[config.mk]
export PLATFORM = sky130hd
export DESIGN_NAME = threshold_crossing_irq_config
export DESIGN_NICKNAME = d
export VERILOG_FILES = /design/src/inc/threshold_crossing_irq_pkg.sv /design/src/logic/threshold_crossing_irq_config.sv /design/src/logic/crossing_detector.sv
export VERILOG_INCLUDE_DIRS = /design/src /design/src/inc
export SDC_FILE = /design/constraint.sdc
export NUM_CORES = 1
export LEC_CHECK = 0
export BUFFER_PORTS_ARGS = -buffer_cell sky130_fd_sc_hd__buf_2
export CORE_ASPECT_RATIO = 1.25
export CORE_MARGIN = 2
export CORE_UTILIZATION = 55
export CTS_BUF_LIST = sky130_fd_sc_hd__clkbuf_16
export DETAILED_ROUTE_END_ITERATION = 7
export HOLD_SLACK_MARGIN = 0.02
export PLACE_DENSITY = 0.89
export SLEW_MARGIN = 10
export SYNTH_ARGS = -nofsm -noshare
export SYNTH_HDL_FRONTEND = slang
export SYNTH_HIERARCHICAL = 1
export SYNTH_SLANG_ARGS = --single-unit
[constraint.sdc]
create_clock -name pclk -period 1.1 [get_ports pclk]
set_input_delay 0.11 -clock pclk [delete_from_list [all_inputs] [get_ports pclk]]
set_output_delay 0.11 -clock pclk [all_outputs]
set_load 0.01 [all_outputs]
[src/inc/threshold_crossing_irq_regs.svh]
// Purpose: Register indices, field positions and reset values of the crossing block.
// Assumes: Byte address of a register is four times its index.
// Notes: Definitions only; included by bare name.
`ifndef THRESHOLD_CROSSING_IRQ_REGS_SVH
`define THRESHOLD_CROSSING_IRQ_REGS_SVH

// ----------------------------------------------------------------------------
// Register indices
// ----------------------------------------------------------------------------
`define CROSSING_IRQ_ENABLE_4_INDEX 10'h028
`define THRESHOLD_VALUE_PAIR_0_INDEX 10'h029
`define CROSSING_IRQ_STATUS_INDEX 10'h030
`define CROSSING_IRQ_MASK_INDEX 10'h031

// ----------------------------------------------------------------------------
// Field layout and reset values
// ----------------------------------------------------------------------------
`define ENABLE_WIDTH 24
`define ENABLE_RESET 24'h00_0000
`define THRESHOLD_PAIR_WIDTH 20
`define THRESHOLD_PAIR_RESET 20'h0_0000
`define THRESHOLD_0_LSB 0
`define THRESHOLD_1_LSB 10
`define EVENT_COUNT 12
`define EVENT_RESET 12'h000
`define READ_ZERO 32'h0000_0000

`endif

[src/inc/threshold_crossing_irq_pkg.sv]
// Purpose: Types shared by the crossing block and its detector.
// Assumes: Two-bit edge selector encoding of none, rising, falling, both.
// Notes: No constants other than the enumeration codes.
package threshold_crossing_irq_pkg;

    // ------------------------------------------------------------------------
    // Edge selector encoding
    // ------------------------------------------------------------------------
    typedef enum logic [1:0] {
        edge_none = 2'b00,
        edge_rising = 2'b01,
        edge_falling = 2'b10,
        edge_both = 2'b11
    } edge_select_type;

endpackage : threshold_crossing_irq_pkg

[src/logic/threshold_crossing_irq_config.sv]
// Purpose: Crossing interrupt configuration, threshold pair storage and event status.
// Assumes: APB slave, zero wait states; samples arrive with one-cycle strobes.
// Notes: Detector k uses enable bits 2k+1:2k and sets status bit k.
//
// Operation
// Selector 00 raises no interrupt for that threshold in either direction.
// Selector 01 raises an interrupt only on a move from at-or-below to above.
// Selector 10 raises an interrupt only on a move from above to at-or-below.
// Selector 11 raises an interrupt on every crossing in either direction.
// Channel 22 field is bits 5:0, pairs for level-3 thresholds a, b, c.
// Channel 23 field is bits 15:6, pairs for a, b, c, threshold 8 and 9.
// The top pair of the channel 23 field governs threshold 9 with the same code.
// Bits 19:16 select edges for supply set 0 thresholds a (low) and b (high).
// Bits 23:20 select edges for supply set 1 thresholds a (low) and b (high).
// Threshold 0 is a 10-bit read-write value in bits 9:0.
// Threshold 1 is a 10-bit read-write value in bits 19:10.
// An edge is flagged only when the above-threshold result differs from the last one.
//
// The APB interface to the registers was left to the implementer.
`timescale 1ns/1ps
`include "threshold_crossing_irq_regs.svh"
module threshold_crossing_irq_config #(
    parameter int sample_width = 10
) (
    input wire logic pclk,
    input wire logic presetn,
    input wire logic psel,
    input wire logic penable,
    input wire logic pwrite,
    input wire logic [11:0] paddr,
    input wire logic [31:0] pwdata,
    output logic [31:0] prdata,
    output logic pready,
    output logic pslverr,
    input wire logic channel22_sample_valid,
    input wire logic [sample_width-1:0] switch_channel_22,
    input wire logic channel23_sample_valid,
    input wire logic [sample_width-1:0] switch_channel_23,
    input wire logic supply_sample_valid,
    input wire logic [sample_width-1:0] supply_sample,
    input wire logic [sample_width-1:0] level3_threshold_a,
    input wire logic [sample_width-1:0] level3_threshold_b,
    input wire logic [sample_width-1:0] level3_threshold_c,
    input wire logic [sample_width-1:0] threshold_value_8,
    input wire logic [sample_width-1:0] threshold_value_9,
    input wire logic [sample_width-1:0] supply_set0_threshold_a,
    input wire logic [sample_width-1:0] supply_set0_threshold_b,
    input wire logic [sample_width-1:0] supply_set1_threshold_a,
    input wire logic [sample_width-1:0] supply_set1_threshold_b,
    output logic [sample_width-1:0] threshold_value_0,
    output logic [sample_width-1:0] threshold_value_1,
    output logic irq
);

    localparam int event_count = `EVENT_COUNT;

    // ------------------------------------------------------------------------
    // Register state
    // ------------------------------------------------------------------------
    logic [`ENABLE_WIDTH-1:0] enable_q;
    logic [`THRESHOLD_PAIR_WIDTH-1:0] threshold_pair_q;
    logic [event_count-1:0] status_q;
    logic [event_count-1:0] mask_q;
    logic [31:0] prdata_q;
    logic pslverr_q;

    // ------------------------------------------------------------------------
    // Bus decode
    // ------------------------------------------------------------------------
    logic [9:0] word_index;
    logic setup_phase;
    logic write_access;
    logic hit_enable;
    logic hit_threshold;
    logic hit_status;
    logic hit_mask;
    logic hit_any;

    assign word_index = paddr[11:2];
    assign setup_phase = psel && !penable;
    assign write_access = psel && penable && pwrite;
    assign hit_enable = word_index == `CROSSING_IRQ_ENABLE_4_INDEX;
    assign hit_threshold = word_index == `THRESHOLD_VALUE_PAIR_0_INDEX;
    assign hit_status = word_index == `CROSSING_IRQ_STATUS_INDEX;
    assign hit_mask = word_index == `CROSSING_IRQ_MASK_INDEX;
    assign hit_any = hit_enable || hit_threshold || hit_status || hit_mask;

    // Zero wait states: read data is captured in setup, so access completes at once.
    assign pready = 1'b1;

    // ------------------------------------------------------------------------
    // Edge selector register
    // ------------------------------------------------------------------------

    // channel 22 pairs. R6: channel 23 pairs. R8: supply set 0. R9: supply set 1.
    always_ff @(posedge pclk or negedge presetn) begin
        if (!presetn) begin
            enable_q <= `ENABLE_RESET;
        end else if (write_access && hit_enable) begin
            enable_q <= pwdata[`ENABLE_WIDTH-1:0];
        end
    end

    // ------------------------------------------------------------------------
    // Threshold pair register
    // ------------------------------------------------------------------------

    // threshold 0 low field. R11: threshold 1 high field; bits above read zero.
    always_ff @(posedge pclk or negedge presetn) begin
        if (!presetn) begin
            threshold_pair_q <= `THRESHOLD_PAIR_RESET;
        end else if (write_access && hit_threshold) begin
            threshold_pair_q <= pwdata[`THRESHOLD_PAIR_WIDTH-1:0];
        end
    end

    assign threshold_value_0 = threshold_pair_q[`THRESHOLD_0_LSB +: sample_width];
    assign threshold_value_1 = threshold_pair_q[`THRESHOLD_1_LSB +: sample_width];

    // ------------------------------------------------------------------------
    // Detector inputs
    // ------------------------------------------------------------------------
    logic [sample_width-1:0] det_threshold [event_count];
    logic [sample_width-1:0] det_sample [event_count];
    logic [event_count-1:0] det_valid;
    logic [event_count-1:0] det_event;

    // Threshold of each detector, in the order of the selector pairs.
    assign det_threshold[0] = level3_threshold_a;
    assign det_threshold[1] = level3_threshold_b;
    assign det_threshold[2] = level3_threshold_c;
    assign det_threshold[3] = level3_threshold_a;
    assign det_threshold[4] = level3_threshold_b;
    assign det_threshold[5] = level3_threshold_c;
    assign det_threshold[6] = threshold_value_8;
    // top channel 23 pair watches threshold 9.
    assign det_threshold[7] = threshold_value_9;
    assign det_threshold[8] = supply_set0_threshold_a;
    assign det_threshold[9] = supply_set0_threshold_b;
    assign det_threshold[10] = supply_set1_threshold_a;
    assign det_threshold[11] = supply_set1_threshold_b;

    // ------------------------------------------------------------------------
    // Crossing detectors
    // ------------------------------------------------------------------------

    // Detectors 0-2 watch channel 22, 3-7 channel 23, 8-11 the supply.
    for (genvar k = 0; k < event_count; k++) begin : g_detector
        if (k < 3) begin : g_ch22
            assign det_sample[k] = switch_channel_22;
            assign det_valid[k] = channel22_sample_valid;
        end else if (k < 8) begin : g_ch23
            assign det_sample[k] = switch_channel_23;
            assign det_valid[k] = channel23_sample_valid;
        end else begin : g_supply
            assign det_sample[k] = supply_sample;
            assign det_valid[k] = supply_sample_valid;
        end

        // pair k of the selector register qualifies detector k.
        crossing_detector #(
            .sample_width(sample_width)
        ) u_detector (
            .pclk(pclk),
            .presetn(presetn),
            .sample_valid(det_valid[k]),
            .sample(det_sample[k]),
            .threshold(det_threshold[k]),
            .edge_select(enable_q[2*k +: 2]),
            .crossing(det_event[k])
        );
    end

    // ------------------------------------------------------------------------
    // Interrupt status and mask
    // ------------------------------------------------------------------------

    // Sticky status, write one to clear; a new event in the clear cycle wins.
    always_ff @(posedge pclk or negedge presetn) begin
        if (!presetn) begin
            status_q <= `EVENT_RESET;
        end else if (write_access && hit_status) begin
            status_q <= (status_q & ~pwdata[event_count-1:0]) | det_event;
        end else begin
            status_q <= status_q | det_event;
        end
    end

    // A set mask bit lets the matching status bit reach the interrupt line.
    always_ff @(posedge pclk or negedge presetn) begin
        if (!presetn) begin
            mask_q <= `EVENT_RESET;
        end else if (write_access && hit_mask) begin
            mask_q <= pwdata[event_count-1:0];
        end
    end

    // Level output; it stays high while any status bit has its mask bit set.
    assign irq = |(status_q & mask_q);

    // ------------------------------------------------------------------------
    // Read data and error
    // ------------------------------------------------------------------------

    // Read data is sampled in the setup cycle so it stands stable through access.
    // Status read here may lag an event landing in the access cycle by one read.
    always_ff @(posedge pclk or negedge presetn) begin
        if (!presetn) begin
            prdata_q <= `READ_ZERO;
        end else if (setup_phase && !pwrite) begin
            prdata_q <= `READ_ZERO;
            if (hit_enable) begin
                prdata_q[`ENABLE_WIDTH-1:0] <= enable_q;
            end else if (hit_threshold) begin
                prdata_q[`THRESHOLD_PAIR_WIDTH-1:0] <= threshold_pair_q;
            end else if (hit_status) begin
                prdata_q[event_count-1:0] <= status_q;
            end else if (hit_mask) begin
                prdata_q[event_count-1:0] <= mask_q;
            end
        end
    end

    // Unmapped addresses answer with an error in the access cycle; writes there are dropped.
    always_ff @(posedge pclk or negedge presetn) begin
        if (!presetn) begin
            pslverr_q <= 1'b0;
        end else if (setup_phase) begin
            pslverr_q <= !hit_any;
        end else if (!psel) begin
            pslverr_q <= 1'b0;
        end
    end

    assign prdata = prdata_q;
    assign pslverr = pslverr_q && psel && penable;

endmodule : threshold_crossing_irq_config

[src/logic/crossing_detector.sv]
// Purpose: Detects one threshold crossing and qualifies it by a two-bit edge selector.
// Assumes: A sample is presented with a one-cycle valid strobe.
// Notes: The first sample after reset only primes the history and never fires.
`timescale 1ns/1ps
module crossing_detector #(
    parameter int sample_width = 10
) (
    input wire logic pclk,
    input wire logic presetn,
    input wire logic sample_valid,
    input wire logic [sample_width-1:0] sample,
    input wire logic [sample_width-1:0] threshold,
    input wire logic [1:0] edge_select,
    output logic crossing
);

    logic above;
    logic above_q;
    logic primed_q;
    logic crossing_q;
    logic rose;
    logic fell;
    logic fire;

    // ------------------------------------------------------------------------
    // Crossing classification
    // ------------------------------------------------------------------------

    // compare with history. At-or-below counts as not above.
    assign above = sample > threshold;
    assign rose = primed_q && above && !above_q;
    assign fell = primed_q && !above && above_q;

    // Selector decode; a cast keeps the case on the named encodings.
    always_comb begin
        case (threshold_crossing_irq_pkg::edge_select_type'(edge_select))
            // none selected.
            threshold_crossing_irq_pkg::edge_none: fire = 1'b0;
            // rising only.
            threshold_crossing_irq_pkg::edge_rising: fire = rose;
            // falling only.
            threshold_crossing_irq_pkg::edge_falling: fire = fell;
            // both directions.
            threshold_crossing_irq_pkg::edge_both: fire = rose || fell;
            default: fire = 1'b0;
        endcase
    end

    // ------------------------------------------------------------------------
    // History and event flop
    // ------------------------------------------------------------------------

    // History is kept whatever the selector, so enabling later never sees stale state.
    always_ff @(posedge pclk or negedge presetn) begin
        if (!presetn) begin
            above_q <= 1'b0;
            primed_q <= 1'b0;
        end else if (sample_valid) begin
            above_q <= above;
            primed_q <= 1'b1;
        end
    end

    // Event is a one-cycle pulse the cycle after the qualifying sample.
    always_ff @(posedge pclk or negedge presetn) begin
        if (!presetn) begin
            crossing_q <= 1'b0;
        end else begin
            crossing_q <= sample_valid && fire;
        end
    end

    assign crossing = crossing_q;

endmodule : crossing_detector

==> impl_metrics.env, run 1 <==
export IMPL_status="complete, but fails checks"
export IMPL_violations="setup timing"
export IMPL_setup_viol_count_final=126
export IMPL_worst_slack_ns=-0.785
export IMPL_rsz0062_at_grt="yes"
export IMPL_criticalPathCategory="register to output pin"
export IMPL_dpl_hpwl_microns=20700
export IMPL_antenna_found_initial=4
export IMPL_worstPathRequired_ns=0.99
export IMPL_dieWidth_microns=118
export IMPL_seq_area_frac_synth_pct=35.8
export IMPL_ant_nets=0
export IMPL_finalClockSkew_ns=0.0159
export IMPL_p_leak_nw=6.99
export IMPL_area_delta_synth_final_pct=65.8
export IMPL_ir_drop_mv=0.859
export IMPL_min_period_ns=1.88
export IMPL_fin_util_pct=92.6
export IMPL_path_cells="a22o_1 > a221oi_2 > nand3_1 > buf_2"
export IMPL_numCtsBuffers=17
export IMPL_wl_met2_microns=21700
export IMPL_cp_top_family="compound AO/OA/AOI/OAI gates"
export IMPL_wl_met3_microns=4870
export IMPL_synthCells=867
export IMPL_rows=52
export IMPL_grt_first_pass_wirelength_microns=57100
export IMPL_hold_path_class="input pin to asynchronous set/reset pin"
export IMPL_ys_warn_count=6
export IMPL_ys_async_sr_fraction_pct=100
export IMPL_cts_sinks=129
export IMPL_drv_slew=0
export IMPL_place_congestion=0.863
export IMPL_layout_nets=1511
export IMPL_synth_avg_cell_area_sq_um=10.4
export IMPL_htreeDepth=4
export IMPL_max_freq_ghz=0.531
export IMPL_synth_flop_cell="dfrtp_1"
export IMPL_crit_path_start_kind="register"
export IMPL_clockRootBuffer="clkbuf_16"
export IMPL_powerDensity_mw_per_mm2=1040
export IMPL_min_period_over_period_pct=171
export IMPL_core_sq_mm=0.0161
export IMPL_synth_edf_count=0
export IMPL_cp_arrival_ns=1.77
export IMPL_worst_path_buf_inv=1
export IMPL_pin_count=227
export IMPL_syn_cell_area_sq_mm=0.00901
export IMPL_synth_cell_types=45
export IMPL_overflow=0
export IMPL_grt_pass1_vias=10195
export IMPL_max_stage_delay_ns=0.41
export IMPL_max_cap_viol_count=0
export IMPL_grt_max_degree=45
export IMPL_finalWirelength_microns=46800
export IMPL_drt_iter0_drc=1326
export IMPL_crit_fanout=2
export IMPL_die_area_sq_mm=0.0174
export IMPL_worstSetupEndpointType="output pin"
export IMPL_seq_area_sq_mm=0.00323
export IMPL_highest_layer="met4"
export IMPL_clk_path_buf_depth=2
export IMPL_layout_commonest_cell="buf_2"
export IMPL_die_h_microns=147
export IMPL_port_buffers=207
export IMPL_drc=0
export IMPL_grt_usage_pct=42.6
export IMPL_layout_drive_gt1_share_pct=63.3
export IMPL_via_per_inst=7.05
export IMPL_path_clk_slew_ns=0.08
export IMPL_first_pass_iters=7
export IMPL_hold_ws_ns=0.0881
export IMPL_wl_per_cell_microns=32.2
export IMPL_wl_met1_microns=13700
export IMPL_pre_cts_ws_ns=-0.647
export IMPL_ys_ff_latch=129
export IMPL_finalHoldViolations=0
export IMPL_initial_core_util_pct=55.8
export IMPL_cp_slowest_cell="dfrtp_1"
export IMPL_layout_common_cells="136 x buf_2, 129 x dfrtp_1, 101 x ha_4, 94 x buf_4, 61 x buf_6"
export IMPL_cts_tree="yes"
export IMPL_fillers=491
export IMPL_multi_input_area_sq_mm=0.00724
export IMPL_vias=10230
export IMPL_clk_latency_ns=0.43
==> through the flow <==
stage                     area, sq um  cells  power (W)  TNS, ns
after floorplan                 10300    874    0.00689   -24.08
after global placement          12200   1353    0.00791   -44.66
after detailed placement        12200   1353    0.00810   -48.00
after CTS                       14300   1433     0.0144    -1.88
after global routing            14900   1451     0.0158   -15.08
final                           14900   1452     0.0156   -14.14
==> repair_timing <==
item,CTS,global route
cloned,2,2
gates resized for setup,232,118
buffers inserted,21,14
endpoints found under the setup margin,57,117
pin swaps,84,67
hold endpoints to repair,188,0
hold buffers,25,0
==> where the power goes <==
| part | total, W | switching (W) | leakage [nW] | internal (W) |
|---|---|---|---|---|
| sequential | 0.00499 | 0.000133 | 1.72 | 0.00485 |
| combinational | 0.00457 | 0.00235 | 4.99 | 0.00222 |
| clock | 0.00601 | 0.00261 | 0.282 | 0.00340 |
==> worst paths after layout <==
check,startpoint,to,slack (ns),cells past startpoint
worst min register to register,g_detector[3].u_detector/crossing,status_q[3],0.42,1
worst min-delay path,presetn,mask_q[1],0.09,2
max in group asynchronous,presetn,g_detector[5].u_detector/above_q,0.48,3
worst max-delay path,status_q[7],irq,-0.78,4
worst max register to register,enable_q[11],prdata[11],-0.07,3
min in group pclk,channel22_sample_valid,g_detector[1].u_detector/crossing,0.13,3
==> area by class of cell <==
class	instances	share of cell area, %
Sequential cell	129	21.6
Tap cell	216	1.81
Inverter	134	3.92
Clock inverter	15	1.14
Multi-Input combinational cell	584	48.5
Clock buffer	17	2.85
Antenna cell	4	0.0670
Timing Repair Buffer	353	20.1
==> layer usage <==
metal  vias up  GRT usage [%]
li1       3797              -
met1      4791           42.6
met2      1102           76.2
met3       540           8.62
met4         0           34.5
met5         -              0
==> cell usage after synthesis (all sizes together) (12+ instances only) <==
cell type	n	area, sq um
buf	20	134
mux2	68	886
inv	134	503
or2	12	75.1
ha	120	1500
a21o	24	180
a22oi	12	90.1
a2bb2oi	12	105
nand4	37	300
nand4b	13	120
mux2i	20	200
nor2b	27	196
a2111oi	12	180
dfrtp	129	3230
o21ai	28	140
nand2b	12	75.1
nand2	65	244
o22ai	12	75.1
a21oi	48	240
a311oi	12	180
==> cells by family after synthesis <==
group / count (synthesis) / share of synthesized area, %
AOI/OAI and AO/OA: 176 / 14.7
adders and majority gates: 120 / 16.7
buffers and inverters: 161 / 7.36
DFF: 129 / 35.8
muxes: 88 / 12.1
other: 2 / 0.0834
and+or+nand+nor: 191 / 13.3
==> registers in the layout, summed over array words and instances (netlist names) <==
| name | cells |
|---|---|
| prdata | 24 |
| mask_q | 12 |
| g_detector.u_detector/primed_q | 12 |
| g_detector.u_detector/above_q | 12 |
| g_detector.u_detector/crossing | 12 |
| enable_q | 24 |
| pslverr_q | 1 |
| threshold_pair_q | 20 |
| status_q | 12 |
==> worst register-to-register path, stage by stage, from the launching register on <==
cell	delay, ns
dfrtp_1	0.42
nand2b_1	0.17
o22ai_1	0.10
a21oi_1	0.34
(Power assumes the default switching activity.)
==> run 2: changes to the inputs <==
- SETUP_SLACK_MARGIN: not set -> 0.05
==> impl_metrics.env, run 2 <==
export IMPL_htreeDepth=4
export IMPL_synth_common_cells="134 x inv_1, 129 x dfrtp_1, 120 x ha_1, 65 x nand2_1, 48 x a21oi_1"
export IMPL_place_area_sq_mm=0.0122
export IMPL_worst_ep_kind="output port"
export IMPL_place_congestion=0.863
export IMPL_dieWidth_microns=118
export IMPL_syn_cell_area_sq_mm=0.00901
export IMPL_synth_top_area_share_pct=35.8
export IMPL_synthCells=867
export IMPL_dpl_hpwl_microns=20700
export IMPL_netlist_top_cells_area="dfrtp_1 36%, ha_1 17%, inv_1 5.6%, mux2_4 5.3%, mux2_2 4.5%"
export IMPL_ys_warn_count=6
export IMPL_tool_error="[ERROR GRT-0232] Routing congestion too high. Check the congestion heatmap in the GUI."
export IMPL_rows=52
export IMPL_synth_edf_count=0
export IMPL_port_buffers=207
export IMPL_synth_flop_cell="dfrtp_1"
export IMPL_synth_cell_types=45
export IMPL_clk_path_buf_depth=2
export IMPL_synth_most_common_cell="inv_1"
export IMPL_cts_sinks=129
export IMPL_ys_ff_latch=129
export IMPL_numCtsBuffers=17
export IMPL_haltStage="global routing (5_1_grt)"
export IMPL_status="aborted with a tool error"
export IMPL_die_h_microns=147
export IMPL_synth_largest_area_cell="dfrtp_1"
export IMPL_ys_async_sr_fraction_pct=100
export IMPL_grt_usage_pct=101
export IMPL_grt_max_degree=45
export IMPL_synth_avg_cell_area_sq_um=10.4
export IMPL_pre_cts_ws_ns=-0.647
export IMPL_clockRootBuffer="clkbuf_16"
export IMPL_seq_area_frac_synth_pct=35.8
export IMPL_initial_core_util_pct=55.8
export IMPL_worstEndpointGrtRepair="irq"
export IMPL_pin_count=227
export IMPL_overflow=1915
run 2: metal layers:
layer,overflow,GRT usage [%]
met1,9,87.1
met2,1530,142
met3,11,69.1
met4,365,116
met5,0,14.5
run 2: cells by family after synthesis:
kind of cell    synth area share, %
compound gates                 14.7
fa+ha+maj                      16.7
buf+inv                        7.36
flops                          35.8
mux                            12.1
other cells                  0.0834
simple gates                   13.3
run 2: what timing repair did:
item,4_1_cts
pin swaps,98
hold buffers,24
resized for setup,282
hold endpoints to repair,180
setup endpoints to repair,127
cloned,6
setup buffers,42
run 2: per-stage QoR:
stage	util [%]	instances
after CTS	91.3	1456
after detailed placement	75.7	1353
after global placement	75.7	1353
after floorplan	-	874
==> run 3: changes to the inputs <==
- CORE_ASPECT_RATIO: 1.25 -> not set
- CORE_UTILIZATION: 55 -> 40
- CTS_BUF_LIST: sky130_fd_sc_hd__clkbuf_16 -> not set
- HOLD_SLACK_MARGIN: 0.02 -> not set
- PLACE_DENSITY: 0.89 -> not set
- PLACE_DENSITY_LB_ADDON: not set -> 0.15
- SETUP_SLACK_MARGIN: 0.05 -> not set
==> impl_metrics.env, run 3 (synthesized netlist as in run 1, its figures left out) <==
export IMPL_ir_drop_mv=1.08
export IMPL_cp_slowest_cell="dfrtp_1"
export IMPL_cts_tree="yes"
export IMPL_grt_pass1_vias=8024
export IMPL_setup_viol_count_final=26
export IMPL_max_cap_viol_count=0
export IMPL_grtUsageMet1_pct=29.8
export IMPL_max_freq_ghz=0.595
export IMPL_hold_ws_ns=0.0137
export IMPL_overflow=0
export IMPL_hold_start="pwdata[6]"
export IMPL_status="complete, but fails checks"
export IMPL_via_per_inst=5.19
export IMPL_clk_path_buf_depth=2
export IMPL_finalHoldViolations=0
export IMPL_finalClockSkew_ns=0.00875
export IMPL_hold_path_class="input pin to register"
export IMPL_p_leak_nw=6.89
export IMPL_worstPathRequired_ns=0.99
export IMPL_crit_path_start_kind="register"
export IMPL_reg2reg_depth=4
export IMPL_grt_usage_pct=22.7
export IMPL_first_pass_iters=4
export IMPL_finalWirelength_microns=27100
export IMPL_grt_first_pass_wirelength_microns=42600
export IMPL_worstSetupEndpointType="output pin"
export IMPL_powerDensity_mw_per_mm2=1020
export IMPL_layout_common_cells="145 x buf_2, 129 x dfrtp_1, 103 x ha_4, 88 x buf_4, 62 x inv_2"
export IMPL_r2r_start="status_q[9]"
export IMPL_min_period_ns=1.68
export IMPL_cp_arrival_ns=1.57
export IMPL_path_cells="a22o_1 > a221oi_2 > nand3_1 > buf_2"
export IMPL_wl_per_cell_microns=18.1
export IMPL_antenna_found_initial=0
export IMPL_design_area_sq_mm=0.0148
export IMPL_crit_fanout=2
export IMPL_cts_sinks=129
export IMPL_path_clk_slew_ns=0.06
export IMPL_die_h_microns=154
export IMPL_grt_util_met3_pct=2.96
export IMPL_port_buffers=207
export IMPL_clk_latency_ns=0.42
export IMPL_drv_slew=0
export IMPL_regToRegEndpoint="prdata[9]"
export IMPL_drc=0
export IMPL_max_stage_delay_ns=0.37
export IMPL_area_delta_synth_final_pct=64.2
export IMPL_grt_max_degree=30
export IMPL_layout_nets=1495
export IMPL_initial_core_util_pct=41.0
export IMPL_regToRegSetupSlack_ns=0.12
export IMPL_drt_iter0_drc=318
export IMPL_dpl_hpwl_microns=20500
export IMPL_min_period_over_period_pct=153
export IMPL_layout_drive_gt1_share_pct=60.1
export IMPL_worst_slack_ns=-0.580
export IMPL_fillers=1633
export IMPL_hold_end="threshold_pair_q[6]"
export IMPL_criticalPathCategory="register to output pin"
export IMPL_hold_path_cell_count=2
export IMPL_rows=54
export IMPL_rsz0062_at_grt="yes"
export IMPL_dieWidth_microns=154
export IMPL_die_area_sq_mm=0.0237
export IMPL_ant_nets=0
export IMPL_place_area_sq_mm=0.0123
export IMPL_violations="setup timing"
export IMPL_pin_count=227
export IMPL_numCtsBuffers=17
export IMPL_fin_util_pct=67.3
export IMPL_layout_commonest_cell="buf_2"
export IMPL_place_congestion=0.865
export IMPL_top_usage_layer="met2"
export IMPL_htreeDepth=4
export IMPL_report_power_total_w=0.0151
export IMPL_clockRootBuffer="clkbuf_16"
export IMPL_vias=7768
export IMPL_grt_use_met2_pct=39.8
export IMPL_core_sq_mm=0.0220
run 3: power by group:
part	switching [W]	internal, W	leakage (nW)
Sequential	0.0000812	0.00486	1.72
Clock	0.00209	0.00410	0.315
Combinational	0.00186	0.00208	4.86
run 3: stage by stage:
step	setup WS, ns	cells	TNS (ns)
after floorplan	-0.277	874	-24.08
after global placement	-0.643	1420	-44.07
after detailed placement	-0.696	1420	-48.62
after CTS	-0.572	1487	-2.39
after global routing	-0.626	1496	-3.95
final	-0.580	1497	-2.51
run 3: repair_timing:
item                       4_1_cts  5_1_grt
setup buffers                   17       11
hold endpoints to repair       173        0
pin swaps                       79       71
hold buffers                    22        0
cloned                           0        1
setup endpoints to repair       51       64
resized for setup              201      105
run 3: worst max-delay path by stage:
stage                               from                                 to  slack (ns)  cells past startpoint
finish                       status_q[9]                                irq       -0.58                      4
global route                 status_q[9]                                irq       -0.63                      4
CTS                            mask_q[9]                                irq       -0.57                      4
detailed placement  switch_channel_23[7]  g_detector[7].u_detector/crossing       -0.70                      7
global placement    switch_channel_23[7]  g_detector[7].u_detector/crossing       -0.64                      7
floorplan                       paddr[8]                         mask_q[10]       -0.28                      4
run 3: final cells by class:
cell class                      instances  area (sq um)  share of cell area, %
Multi-Input combinational cell        584          7160                   48.4
Sequential cell                       129          3230                   21.8
Timing Repair Buffer                  337          2830                   19.1
Inverter                              134           566                   3.82
Clock buffer                           20           447                   3.02
Tap cell                              280           350                   2.37
Clock inverter                         12           206                   1.40
Antenna cell                            1          2.50                 0.0169
run 3: worst max-delay path, delay by kind of cell, from the launching register on:
family                 cells  cell delay (ns)
buffers and inverters      1             0.17
flip-flops                 1             0.37
AND/OR/NAND/NOR            1             0.14
AO/OA/AOI/OAI              2             0.48
run 3: per-layer routing:
| layer | routed length [microns] | up-vias |
|---|---|---|
| met5 | 0 | - |
| met4 | 438 | 0 |
| met3 | 1070 | 30 |
| met2 | 13700 | 199 |
| met1 | 11900 | 3767 |
| li1 | - | 3772 |
